$ cat config.mk
export PLATFORM = sky130hd
export DESIGN_NAME = mbs_sequencer_flat
export DESIGN_NICKNAME = d
export VERILOG_FILES = /design/src/mbs_pkg.sv /design/src/mbs_if.sv /design/src/mbs_sequencer.sv /design/src/flat_wrapper.sv
export VERILOG_INCLUDE_DIRS = /design/src
export SDC_FILE = /design/constraint.sdc
export NUM_CORES = 1
export LEC_CHECK = 0
export BUFFER_PORTS_ARGS = -buffer_cell sky130_fd_sc_hd__clkbuf_2
export CAP_MARGIN = 20
export CORE_MARGIN = 10
export CORE_UTILIZATION = 55
export CTS_BUF_LIST = sky130_fd_sc_hd__clkbuf_16
export CTS_CLUSTER_DIAMETER = 60
export CTS_CLUSTER_SIZE = 24
export DETAILED_ROUTE_END_ITERATION = 10
export PLACE_DENSITY = 0.81
export SYNTH_ARGS = -nofsm -noshare
export SYNTH_HDL_FRONTEND = slang
export SYNTH_SLANG_ARGS = --single-unit
$ cat constraint.sdc
create_clock -name clock_in -period 3.1 [get_ports clock_in]
set_input_delay 0.62 -clock clock_in [delete_from_list [all_inputs] [get_ports clock_in]]
set_output_delay 0.62 -clock clock_in [all_outputs]
set_load 0.03 [all_outputs]
$ cat src/mbs_defs.svh
// Constants for the motor bypass sequencer: mode codes, field layout and timing.
// Assumes a single 200 MHz control clock shared by both ends.
`ifndef MBS_DEFS_SVH
`define MBS_DEFS_SVH

`define MBS_CLK_MHZ 200
`define MBS_MODE_OVERLAP 2'h1
`define MBS_MODE_NO_OVERLAP 2'h2
`define MBS_MODE_UNSYNC 2'h3
`define MBS_SPEED_W 16
`define MBS_FB_CONV_IDX 0
`define MBS_FB_LINE_IDX 1
`define MBS_DEEXC_US 500
`define MBS_EXC_US 500
`define MBS_DEBYPASS_US 1000

`endif

$ cat src/mbs_pkg.sv
// Types shared by both ends of the motor bypass sequencer.
// Assumes mbs_defs.svh is on the include path.
`include "mbs_defs.svh"
package mbs_pkg;
  typedef logic [1:0] mbs_mode_t;
  typedef logic [`MBS_SPEED_W-1:0] mbs_speed_t;
  // Gray order as listed here; 3'b100 is illegal
  typedef enum logic [2:0] {
    MBS_CONV = 3'h0,
    MBS_SYNC = 3'h1,
    MBS_OPEN_FIRST = 3'h3,
    MBS_WAIT = 3'h2,
    MBS_CLOSE = 3'h6,
    MBS_OPEN_SRC = 3'h7,
    MBS_ON_LINE = 3'h5
  } mbs_state_e;
endpackage

$ cat src/mbs_if.sv
// Link between the bypass sequencer and the plant-side end.
// Both ends run on the same clock; no pin crossing happens on this link.
`timescale 1ns/1ps
interface mbs_if;
  import mbs_pkg::*;
  mbs_mode_t bypass_mode_select;
  logic trigger_by_command;
  logic trigger_by_speed;
  logic bypass_command;
  logic on_cmd;
  logic coast_stop_n;
  logic fast_stop_n;
  mbs_speed_t ramp_input_setpoint;
  mbs_speed_t bypass_speed_threshold;
  logic sync_achieved_flag;
  logic converter_feedback;
  logic line_contactor_feedback;
  logic converter_contactor_close;
  logic line_contactor_close_cmd;
  logic sync_request_bit;
  logic pulse_enable;

  modport dev (
    input bypass_mode_select, trigger_by_command, trigger_by_speed, bypass_command, on_cmd,
    input coast_stop_n, fast_stop_n, ramp_input_setpoint, bypass_speed_threshold,
    input sync_achieved_flag, converter_feedback, line_contactor_feedback,
    output converter_contactor_close, line_contactor_close_cmd, sync_request_bit, pulse_enable
  );
  modport plant (
    output bypass_mode_select, trigger_by_command, trigger_by_speed, bypass_command, on_cmd,
    output coast_stop_n, fast_stop_n, ramp_input_setpoint, bypass_speed_threshold,
    output sync_achieved_flag, converter_feedback, line_contactor_feedback,
    input converter_contactor_close, line_contactor_close_cmd, sync_request_bit, pulse_enable
  );
endinterface

$ cat src/mbs_sequencer.sv
// Bypass sequencer: moves the motor between converter feed and line feed.
// Assumes the plant end delivers settled, clock-synchronous feedback and settings.
`timescale 1ns/1ps
`include "mbs_defs.svh"

// Summary of operation
// Mode 1 overlap, 2 no overlap, 3 unsynchronized
// Overlap mode closes both contactors briefly
// Synchronized modes start only from command
// Start converter-fed; command sets sync request
// Sync request while running starts synchronization
// Sync reported closes the line contactor
// Line closed: open converter, inhibit pulses, standby
// On removed in hot standby gives basic standby
// Retrieval: sync request first, then pulse enable
// Retrieval: close converter, then open line
// No overlap: line closes after converter opens
// Operator sets phase lead for no overlap
// Unsync to line: inhibit, open, de-excite, close
// Unsync retrieve: open line, excite, close, catch
// Plant interlocks contactors in unsync mode
// Flying restart enabled in unsync mode
// Command trigger; return after debypass delay
// Speed trigger needs setpoint above threshold
// Revert when ramp input setpoint drops below
// Internal sync source, enable from request
// Feedback index 0 converter, 1 line
// Fast or coast stop withdrawn drops bypass
// Hold step until expected feedback arrives
module mbs_sequencer #(
  parameter int unsigned DEEXC_CYC = `MBS_DEEXC_US * `MBS_CLK_MHZ,
  parameter int unsigned EXC_CYC = `MBS_EXC_US * `MBS_CLK_MHZ,
  parameter int unsigned DEBYPASS_CYC = `MBS_DEBYPASS_US * `MBS_CLK_MHZ
) (
  input wire logic clock_in,
  input wire logic rst_in,
  mbs_if.dev link,
  output logic bypass_active_out,
  output logic hot_standby_out,
  output logic basic_standby_out
);
  import mbs_pkg::*;

  typedef struct packed {
    mbs_state_e st;
    logic to_line;
    logic [31:0] timer;
    logic conv;
    logic line;
    logic sync;
    logic pulse;
    logic active;
    logic hot;
    logic basic;
  } mbs_seq_s;

  mbs_seq_s state_q;
  mbs_seq_s state_d;
  logic stops_ok;
  logic sync_mode;
  logic valid_mode;
  logic speed_ok;
  logic want;
  logic src_fb;
  logic tgt_fb;

  // Speed trigger only counts in unsynchronized mode
  always_comb begin
    stops_ok = link.coast_stop_n && link.fast_stop_n;
    valid_mode = (link.bypass_mode_select == `MBS_MODE_OVERLAP) ||
                 (link.bypass_mode_select == `MBS_MODE_NO_OVERLAP) ||
                 (link.bypass_mode_select == `MBS_MODE_UNSYNC);
    sync_mode = (link.bypass_mode_select != `MBS_MODE_UNSYNC);
    // Setpoint, not actual speed, so bypass does not re-arm at once after return
    speed_ok = link.ramp_input_setpoint > link.bypass_speed_threshold;
    want = stops_ok && valid_mode &&
           ((link.trigger_by_command && link.bypass_command) ||
            (link.trigger_by_speed && !sync_mode && speed_ok));
  end

  // Source is the contactor being left, target the one being taken
  always_comb begin
    src_fb = state_q.to_line ? link.converter_feedback : link.line_contactor_feedback;
    tgt_fb = state_q.to_line ? link.line_contactor_feedback : link.converter_feedback;
  end

  always_comb begin
    state_d = state_q;
    unique case (state_q.st)
      MBS_CONV: begin
        state_d.timer = '0;
        state_d.line = 1'b0;
        state_d.sync = 1'b0;
        state_d.active = 1'b0;
        state_d.to_line = 1'b1;
        // Never close the converter side onto a closed line contactor
        state_d.conv = stops_ok && link.on_cmd && !link.line_contactor_feedback;
        state_d.pulse = state_d.conv && link.converter_feedback;
        if (want && link.converter_feedback && !link.line_contactor_feedback) begin
          state_d.active = 1'b1;
          if (sync_mode) begin
            state_d.sync = 1'b1;
            state_d.st = MBS_SYNC;
          end else begin
            state_d.pulse = 1'b0;
            state_d.conv = 1'b0;
            state_d.st = MBS_OPEN_FIRST;
          end
        end
      end
      MBS_SYNC: begin
        // Request leads pulse enable by one cycle on retrieval
        state_d.pulse = state_q.to_line ? state_q.pulse : state_q.sync;
        if (link.sync_achieved_flag && state_q.pulse) begin
          state_d.sync = 1'b0;
          if (link.bypass_mode_select == `MBS_MODE_NO_OVERLAP) begin
            if (state_q.to_line) begin
              state_d.conv = 1'b0;
              state_d.pulse = 1'b0;
            end else begin
              state_d.line = 1'b0;
            end
            state_d.st = MBS_OPEN_FIRST;
          end else begin
            if (state_q.to_line) begin
              state_d.line = 1'b1;
            end else begin
              state_d.conv = 1'b1;
            end
            state_d.st = MBS_CLOSE;
          end
        end
      end
      MBS_OPEN_FIRST: begin
        if (!src_fb) begin
          if (sync_mode) begin
            if (state_q.to_line) begin
              state_d.line = 1'b1;
            end else begin
              state_d.conv = 1'b1;
            end
            state_d.st = MBS_CLOSE;
          end else begin
            state_d.timer = '0;
            state_d.st = MBS_WAIT;
          end
        end
      end
      MBS_WAIT: begin
        state_d.timer = state_q.timer + 32'h1;
        if (state_q.timer >= (state_q.to_line ? DEEXC_CYC - 1 : EXC_CYC - 1)) begin
          if (state_q.to_line) begin
            state_d.line = 1'b1;
          end else begin
            state_d.conv = 1'b1;
          end
          state_d.st = MBS_CLOSE;
        end
      end
      MBS_CLOSE: begin
        if (tgt_fb) begin
          if (src_fb) begin
            if (state_q.to_line) begin
              state_d.conv = 1'b0;
              state_d.pulse = 1'b0;
            end else begin
              state_d.line = 1'b0;
            end
            state_d.st = MBS_OPEN_SRC;
          end else if (state_q.to_line) begin
            // Debypass count must start fresh, not from the de-excitation count
            state_d.timer = '0;
            state_d.st = MBS_ON_LINE;
          end else begin
            state_d.pulse = 1'b1;
            state_d.st = MBS_CONV;
          end
        end
      end
      MBS_OPEN_SRC: begin
        if (!src_fb) begin
          if (state_q.to_line) begin
            state_d.timer = '0;
            state_d.st = MBS_ON_LINE;
          end else begin
            state_d.pulse = 1'b1;
            state_d.st = MBS_CONV;
          end
        end
      end
      MBS_ON_LINE: begin
        state_d.hot = link.on_cmd;
        state_d.basic = !link.on_cmd;
        // Debypass delay applies to a withdrawn command, a low setpoint acts at once
        if (want) begin
          state_d.timer = '0;
        end else if (state_q.timer < DEBYPASS_CYC - 1 && link.trigger_by_command &&
                     !(link.trigger_by_speed && !speed_ok)) begin
          state_d.timer = state_q.timer + 32'h1;
        end else begin
          state_d.hot = 1'b0;
          state_d.basic = 1'b0;
          state_d.to_line = 1'b0;
          if (sync_mode) begin
            state_d.sync = 1'b1;
            state_d.st = MBS_SYNC;
          end else begin
            state_d.line = 1'b0;
            state_d.st = MBS_OPEN_FIRST;
          end
        end
      end
      default: begin
        state_d.st = MBS_CONV;
      end
    endcase
    // Stop withdrawn overrides every step: both contactors open, no pulses
    if (!stops_ok && state_q.st != MBS_CONV) begin
      state_d = '0;
      state_d.st = MBS_CONV;
    end
  end

  always_ff @(posedge clock_in or posedge rst_in) begin
    if (rst_in) begin
      state_q <= '0;
    end else begin
      state_q <= state_d;
    end
  end

  assign link.converter_contactor_close = state_q.conv;
  assign link.line_contactor_close_cmd = state_q.line;
  assign link.sync_request_bit = state_q.sync;
  assign link.pulse_enable = state_q.pulse;
  assign bypass_active_out = state_q.active;
  assign hot_standby_out = state_q.hot;
  assign basic_standby_out = state_q.basic;
endmodule

$ cat src/flat_wrapper.sv
// flat-port wrapper written by rule: the top's interface ports become plain ports
module mbs_sequencer_flat import mbs_pkg::*;
#(
  parameter int unsigned DEEXC_CYC = `MBS_DEEXC_US * `MBS_CLK_MHZ,
  parameter int unsigned EXC_CYC = `MBS_EXC_US * `MBS_CLK_MHZ,
  parameter int unsigned DEBYPASS_CYC = `MBS_DEBYPASS_US * `MBS_CLK_MHZ
)
  (clock_in, rst_in, bypass_active_out, hot_standby_out, basic_standby_out, link_bypass_mode_select, link_trigger_by_command, link_trigger_by_speed, link_bypass_command, link_on_cmd, link_coast_stop_n, link_fast_stop_n, link_ramp_input_setpoint, link_bypass_speed_threshold, link_sync_achieved_flag, link_converter_feedback, link_line_contactor_feedback, link_converter_contactor_close, link_line_contactor_close_cmd, link_sync_request_bit, link_pulse_enable);
  mbs_if link_i ();
  input wire logic clock_in;
  input wire logic rst_in;
  output logic bypass_active_out;
  output logic hot_standby_out;
  output logic basic_standby_out;
  input wire logic [$bits(link_i.bypass_mode_select)-1:0] link_bypass_mode_select;
  input wire logic [$bits(link_i.trigger_by_command)-1:0] link_trigger_by_command;
  input wire logic [$bits(link_i.trigger_by_speed)-1:0] link_trigger_by_speed;
  input wire logic [$bits(link_i.bypass_command)-1:0] link_bypass_command;
  input wire logic [$bits(link_i.on_cmd)-1:0] link_on_cmd;
  input wire logic [$bits(link_i.coast_stop_n)-1:0] link_coast_stop_n;
  input wire logic [$bits(link_i.fast_stop_n)-1:0] link_fast_stop_n;
  input wire logic [$bits(link_i.ramp_input_setpoint)-1:0] link_ramp_input_setpoint;
  input wire logic [$bits(link_i.bypass_speed_threshold)-1:0] link_bypass_speed_threshold;
  input wire logic [$bits(link_i.sync_achieved_flag)-1:0] link_sync_achieved_flag;
  input wire logic [$bits(link_i.converter_feedback)-1:0] link_converter_feedback;
  input wire logic [$bits(link_i.line_contactor_feedback)-1:0] link_line_contactor_feedback;
  output wire logic [$bits(link_i.converter_contactor_close)-1:0] link_converter_contactor_close;
  output wire logic [$bits(link_i.line_contactor_close_cmd)-1:0] link_line_contactor_close_cmd;
  output wire logic [$bits(link_i.sync_request_bit)-1:0] link_sync_request_bit;
  output wire logic [$bits(link_i.pulse_enable)-1:0] link_pulse_enable;
  assign link_i.bypass_mode_select = link_bypass_mode_select;
  assign link_i.trigger_by_command = link_trigger_by_command;
  assign link_i.trigger_by_speed = link_trigger_by_speed;
  assign link_i.bypass_command = link_bypass_command;
  assign link_i.on_cmd = link_on_cmd;
  assign link_i.coast_stop_n = link_coast_stop_n;
  assign link_i.fast_stop_n = link_fast_stop_n;
  assign link_i.ramp_input_setpoint = link_ramp_input_setpoint;
  assign link_i.bypass_speed_threshold = link_bypass_speed_threshold;
  assign link_i.sync_achieved_flag = link_sync_achieved_flag;
  assign link_i.converter_feedback = link_converter_feedback;
  assign link_i.line_contactor_feedback = link_line_contactor_feedback;
  assign link_converter_contactor_close = link_i.converter_contactor_close;
  assign link_line_contactor_close_cmd = link_i.line_contactor_close_cmd;
  assign link_sync_request_bit = link_i.sync_request_bit;
  assign link_pulse_enable = link_i.pulse_enable;
  mbs_sequencer #(.DEEXC_CYC(DEEXC_CYC), .EXC_CYC(EXC_CYC), .DEBYPASS_CYC(DEBYPASS_CYC)) u_core (.clock_in(clock_in), .rst_in(rst_in), .link(link_i), .bypass_active_out(bypass_active_out), .hot_standby_out(hot_standby_out), .basic_standby_out(basic_standby_out));
endmodule
==> results_dict.tcl <==
set metrics [dict create \
    cts-root-buf "clkbuf_16" \
    cts_tree "yes" \
    synth_area_leaders "dfrtp_1 (31%), ha_1 (6.2%), nand2_1 (6.0%), a21oi_1 (4.5%), o21ai_0 (4.1%)" \
    wire_per_inst_um 16.15 \
    crit_family "compound AO/OA/AOI/OAI gates" \
    routed_via_density 6.360 \
    ant_nets 0 \
    drive_gt1_frac 0.1873 \
    worstPathArrival_ns 3.17 \
    worstPathCellList "clkbuf_2, inv_1, ha_1, nand4_1, buf_4, nor4b_1, o22ai_1, o31ai_2, buf_4, a21oi_2, a211oi_1, mux2_2" \
    dieArea_um2 9851 \
    start_util 0.5733 \
    worst_pin_slew_ns 0.7133 \
    async_flop_share 1.000 \
    p_int_mw 1.377 \
    numPortBuffers 51 \
    crit_required_ns 3.27 \
    ys.flop_type "dfrtp_1" \
    drtPass1Iterations 6 \
    synth_top_cell_by_area "dfrtp_1" \
    holdCritPathClass "in2async" \
    hold_viol_final 0 \
    synth_cells 448 \
    slew_headroom 0.5245 \
    dp_hpwl_mm 7.062 \
    syn_to_final_growth_pct 17.28 \
    path_class "in2reg" \
    netlist.area_leader.share 0.3115 \
    syn_area_per_cell_um2 7.711 \
    synth_edf_count 0 \
    die_h_um 99.25 \
    r2r_cells 9 \
    finalSetupViolations 0 \
    fillers 491 \
    layout.cells.most_common "nand2_1" \
    clock_skew_ns 0.006793 \
    clkPwrFrac 0.222 \
    clkSinkCount 43 \
    worstSkewPairLatency_ns 0.29 \
    antenna_found_initial 0 \
    p_seq_frac 0.283 \
    grt-ovfl-total 0 \
    clockBufferDepth 2 \
    yosysSeqAreaShare 0.3115 \
    yosysUniqueCellTypes 58 \
    finalNetCount 563 \
    final.period_utilization 0.9680 \
    share_comb_of_total_power 0.496 \
    grt_pass1_vias 3539 \
    wirelength_mm 9.318 \
    critPathLaunchType "primary input" \
    fmax_mhz 333.3 \
    dpl_worst_slack_ns -0.1412 \
    rsz0062_at_grt "false" \
    period_minus_slack_ns 3.001 \
    grt_max_degree 31 \
    diodes 0 \
    cts_made_buffers 5 \
    crit_cells 12 \
    die_w_um 99.25 \
    htreeDepth 2 \
    clkTransAtPathRegs_ns 0.07 \
    drtIter0Drc 511 \
    drv_slew 0 \
    synth_seq_cells 43 \
    synth_top_family_by_area "compound AO/OA/AOI/OAI gates" \
    cap_violations 0 \
    max_stage_delay_ns 0.42 \
    synthAdderAreaFrac 0.06157 \
    synth_nets 510 \
    worst-path-max-fanout 5 \
    gp_congestion 0.9372 \
    switching_share 0.4315 \
    p_switching_mw 1.045 \
    grt_pass1_wl_mm 15.86 \
    fin_tns_setup_ns 0 \
    crit_path_frequent_cell "buf_4" \
    layout_common_cells "nand2_1 (55), clkbuf_2 (51), dfrtp_1 (43)" \
    ir_drop_v 0.0003657 \
    synth_xor_area_frac 0.002535 \
    worst_slack_ns 0.09932 \
    slowest_stage "nor4b_1" \
    power_leakage_nw 1.836 \
    outcome "completed" \
    synthSimpleGateAreaFrac 0.2673 \
    ios 52 \
    num_vias 3670 \
    drc 0 \
    p_per_area_nw_per_um2 597.9 \
    seq_area_um2 1076 \
    endpoint_kind "flop" \
    core-area_um2 6026 \
    syn_area_um2 3455 \
    groute.usage.overall 0.1840 \
    synth-compound-area-share 0.2847 \
    multi_input_area_um2 2166 \
    synth.area.mux_share 0.009417 \
    path_buf_inv 4 \
    rows 28 \
    yosys_warnings 0 \
]
-- layer usage --
metal / wire [um] / global-route usage
met1: 4149 / 0.2380
met2: 4184 / 0.2931
met3: 801 / 0.04706
met4: 182 / 0.05623
met5: 0 / 0
-- registers in the layout (all words and copies together) (netlist names) --
register                               flops
u_core.link.pulse_enable                   1
u_core.hot_standby_out                     1
u_core.basic_standby_out                   1
u_core.bypass_active_out                   1
u_core.link.sync_request_bit               1
u_core.link.line_contactor_close_cmd       1
u_core.link.converter_contactor_close      1
u_core.state_q                            36
-- metrics by stage --
step,util,hold slack (ns),area [um2],std cells,total power [mW]
after global placement,0.6435,0.4860,3877,568,1.826
after detailed placement,0.6435,0.4899,3877,568,1.852
after CTS,0.6682,0.4414,4026,576,2.393
after floorplan,-,0.4591,3455,448,1.490
after global routing,0.6723,0.3451,4051,577,2.580
final,0.6723,0.3239,4051,577,2.422
-- power groups by stage --
stage / logic (mW) / clock network, mW / registers [mW]
6_report: 1.20 / 0.537 / 0.684
2_1_floorplan: 0.832 / 0 / 0.658
3_3_place_gp: 1.14 / 0 / 0.688
3_5_place_dp: 1.16 / 0 / 0.690
4_1_cts: 1.17 / 0.541 / 0.680
5_1_grt: 1.33 / 0.561 / 0.694
-- area by class of cell --
type / instances / share of cell area
tap: 75 / 0.02316
inverter: 29 / 0.02687
timing repair buffer: 73 / 0.1130
clock inverter: 3 / 0.005868
multi-input combinational: 349 / 0.5346
sequential: 43 / 0.2656
clock buffer: 5 / 0.03088
-- cells in the mapped netlist (12+ instances only) --
| cell type | count |
|---|---|
| o31ai_1 | 13 |
| clkbuf_1 | 20 |
| ha_1 | 17 |
| nand3_1 | 23 |
| nand4_1 | 12 |
| inv_1 | 29 |
| o21ai_0 | 28 |
| a21oi_1 | 31 |
| o32ai_1 | 14 |
| nand2_1 | 55 |
| nor2_1 | 30 |
| dfrtp_1 | 43 |
-- worst reg2reg max path, cell delays in order, from the launching register on --
cell	delay, ns
dfrtp_1	0.41
ha_1	0.23
and4_1	0.26
buf_4	0.15
o31a_1	0.11
nor3_1	0.05
o31ai_2	0.39
o21ai_0	0.27
a211oi_1	0.46
mux2_2	0.39
-- timing repair --
item / 4_1_cts / 5_1_grt
endpoints found under the setup margin: 0 / 1
resized for setup: 0 / 1
setup buffers: 0 / 0
hold buffers: 0 / 0
-- logic make-up after synthesis --
family,after synthesis
compound gates,146
xor+xnor,1
fa+ha+maj,17
buf+inv,56
flops,43
mux,3
simple gates,182
-- path summary, 6_finish.rpt --
path	slack (ns)	start	end
max	0.1	link_bypass_speed_threshold[14]	u_core.link.line_contactor_close_cmd$_DFFE_PP0P_
min	0.32	rst_in	u_core.state_q[31]$_DFFE_PP0P_
max reg2reg	0.26	u_core.state_q[7]$_DFFE_PP0P_	u_core.link.line_contactor_close_cmd$_DFFE_PP0P_
min reg2reg	0.50	u_core.basic_standby_out$_DFFE_PP0N_	u_core.basic_standby_out$_DFFE_PP0N_
max in group asynchronous	2.51	rst_in	u_core.link.line_contactor_close_cmd$_DFFE_PP0P_
min in group clock_in	0.50	u_core.basic_standby_out$_DFFE_PP0N_	u_core.basic_standby_out$_DFFE_PP0N_
Note: power is estimated with default switching activity, not from simulation.
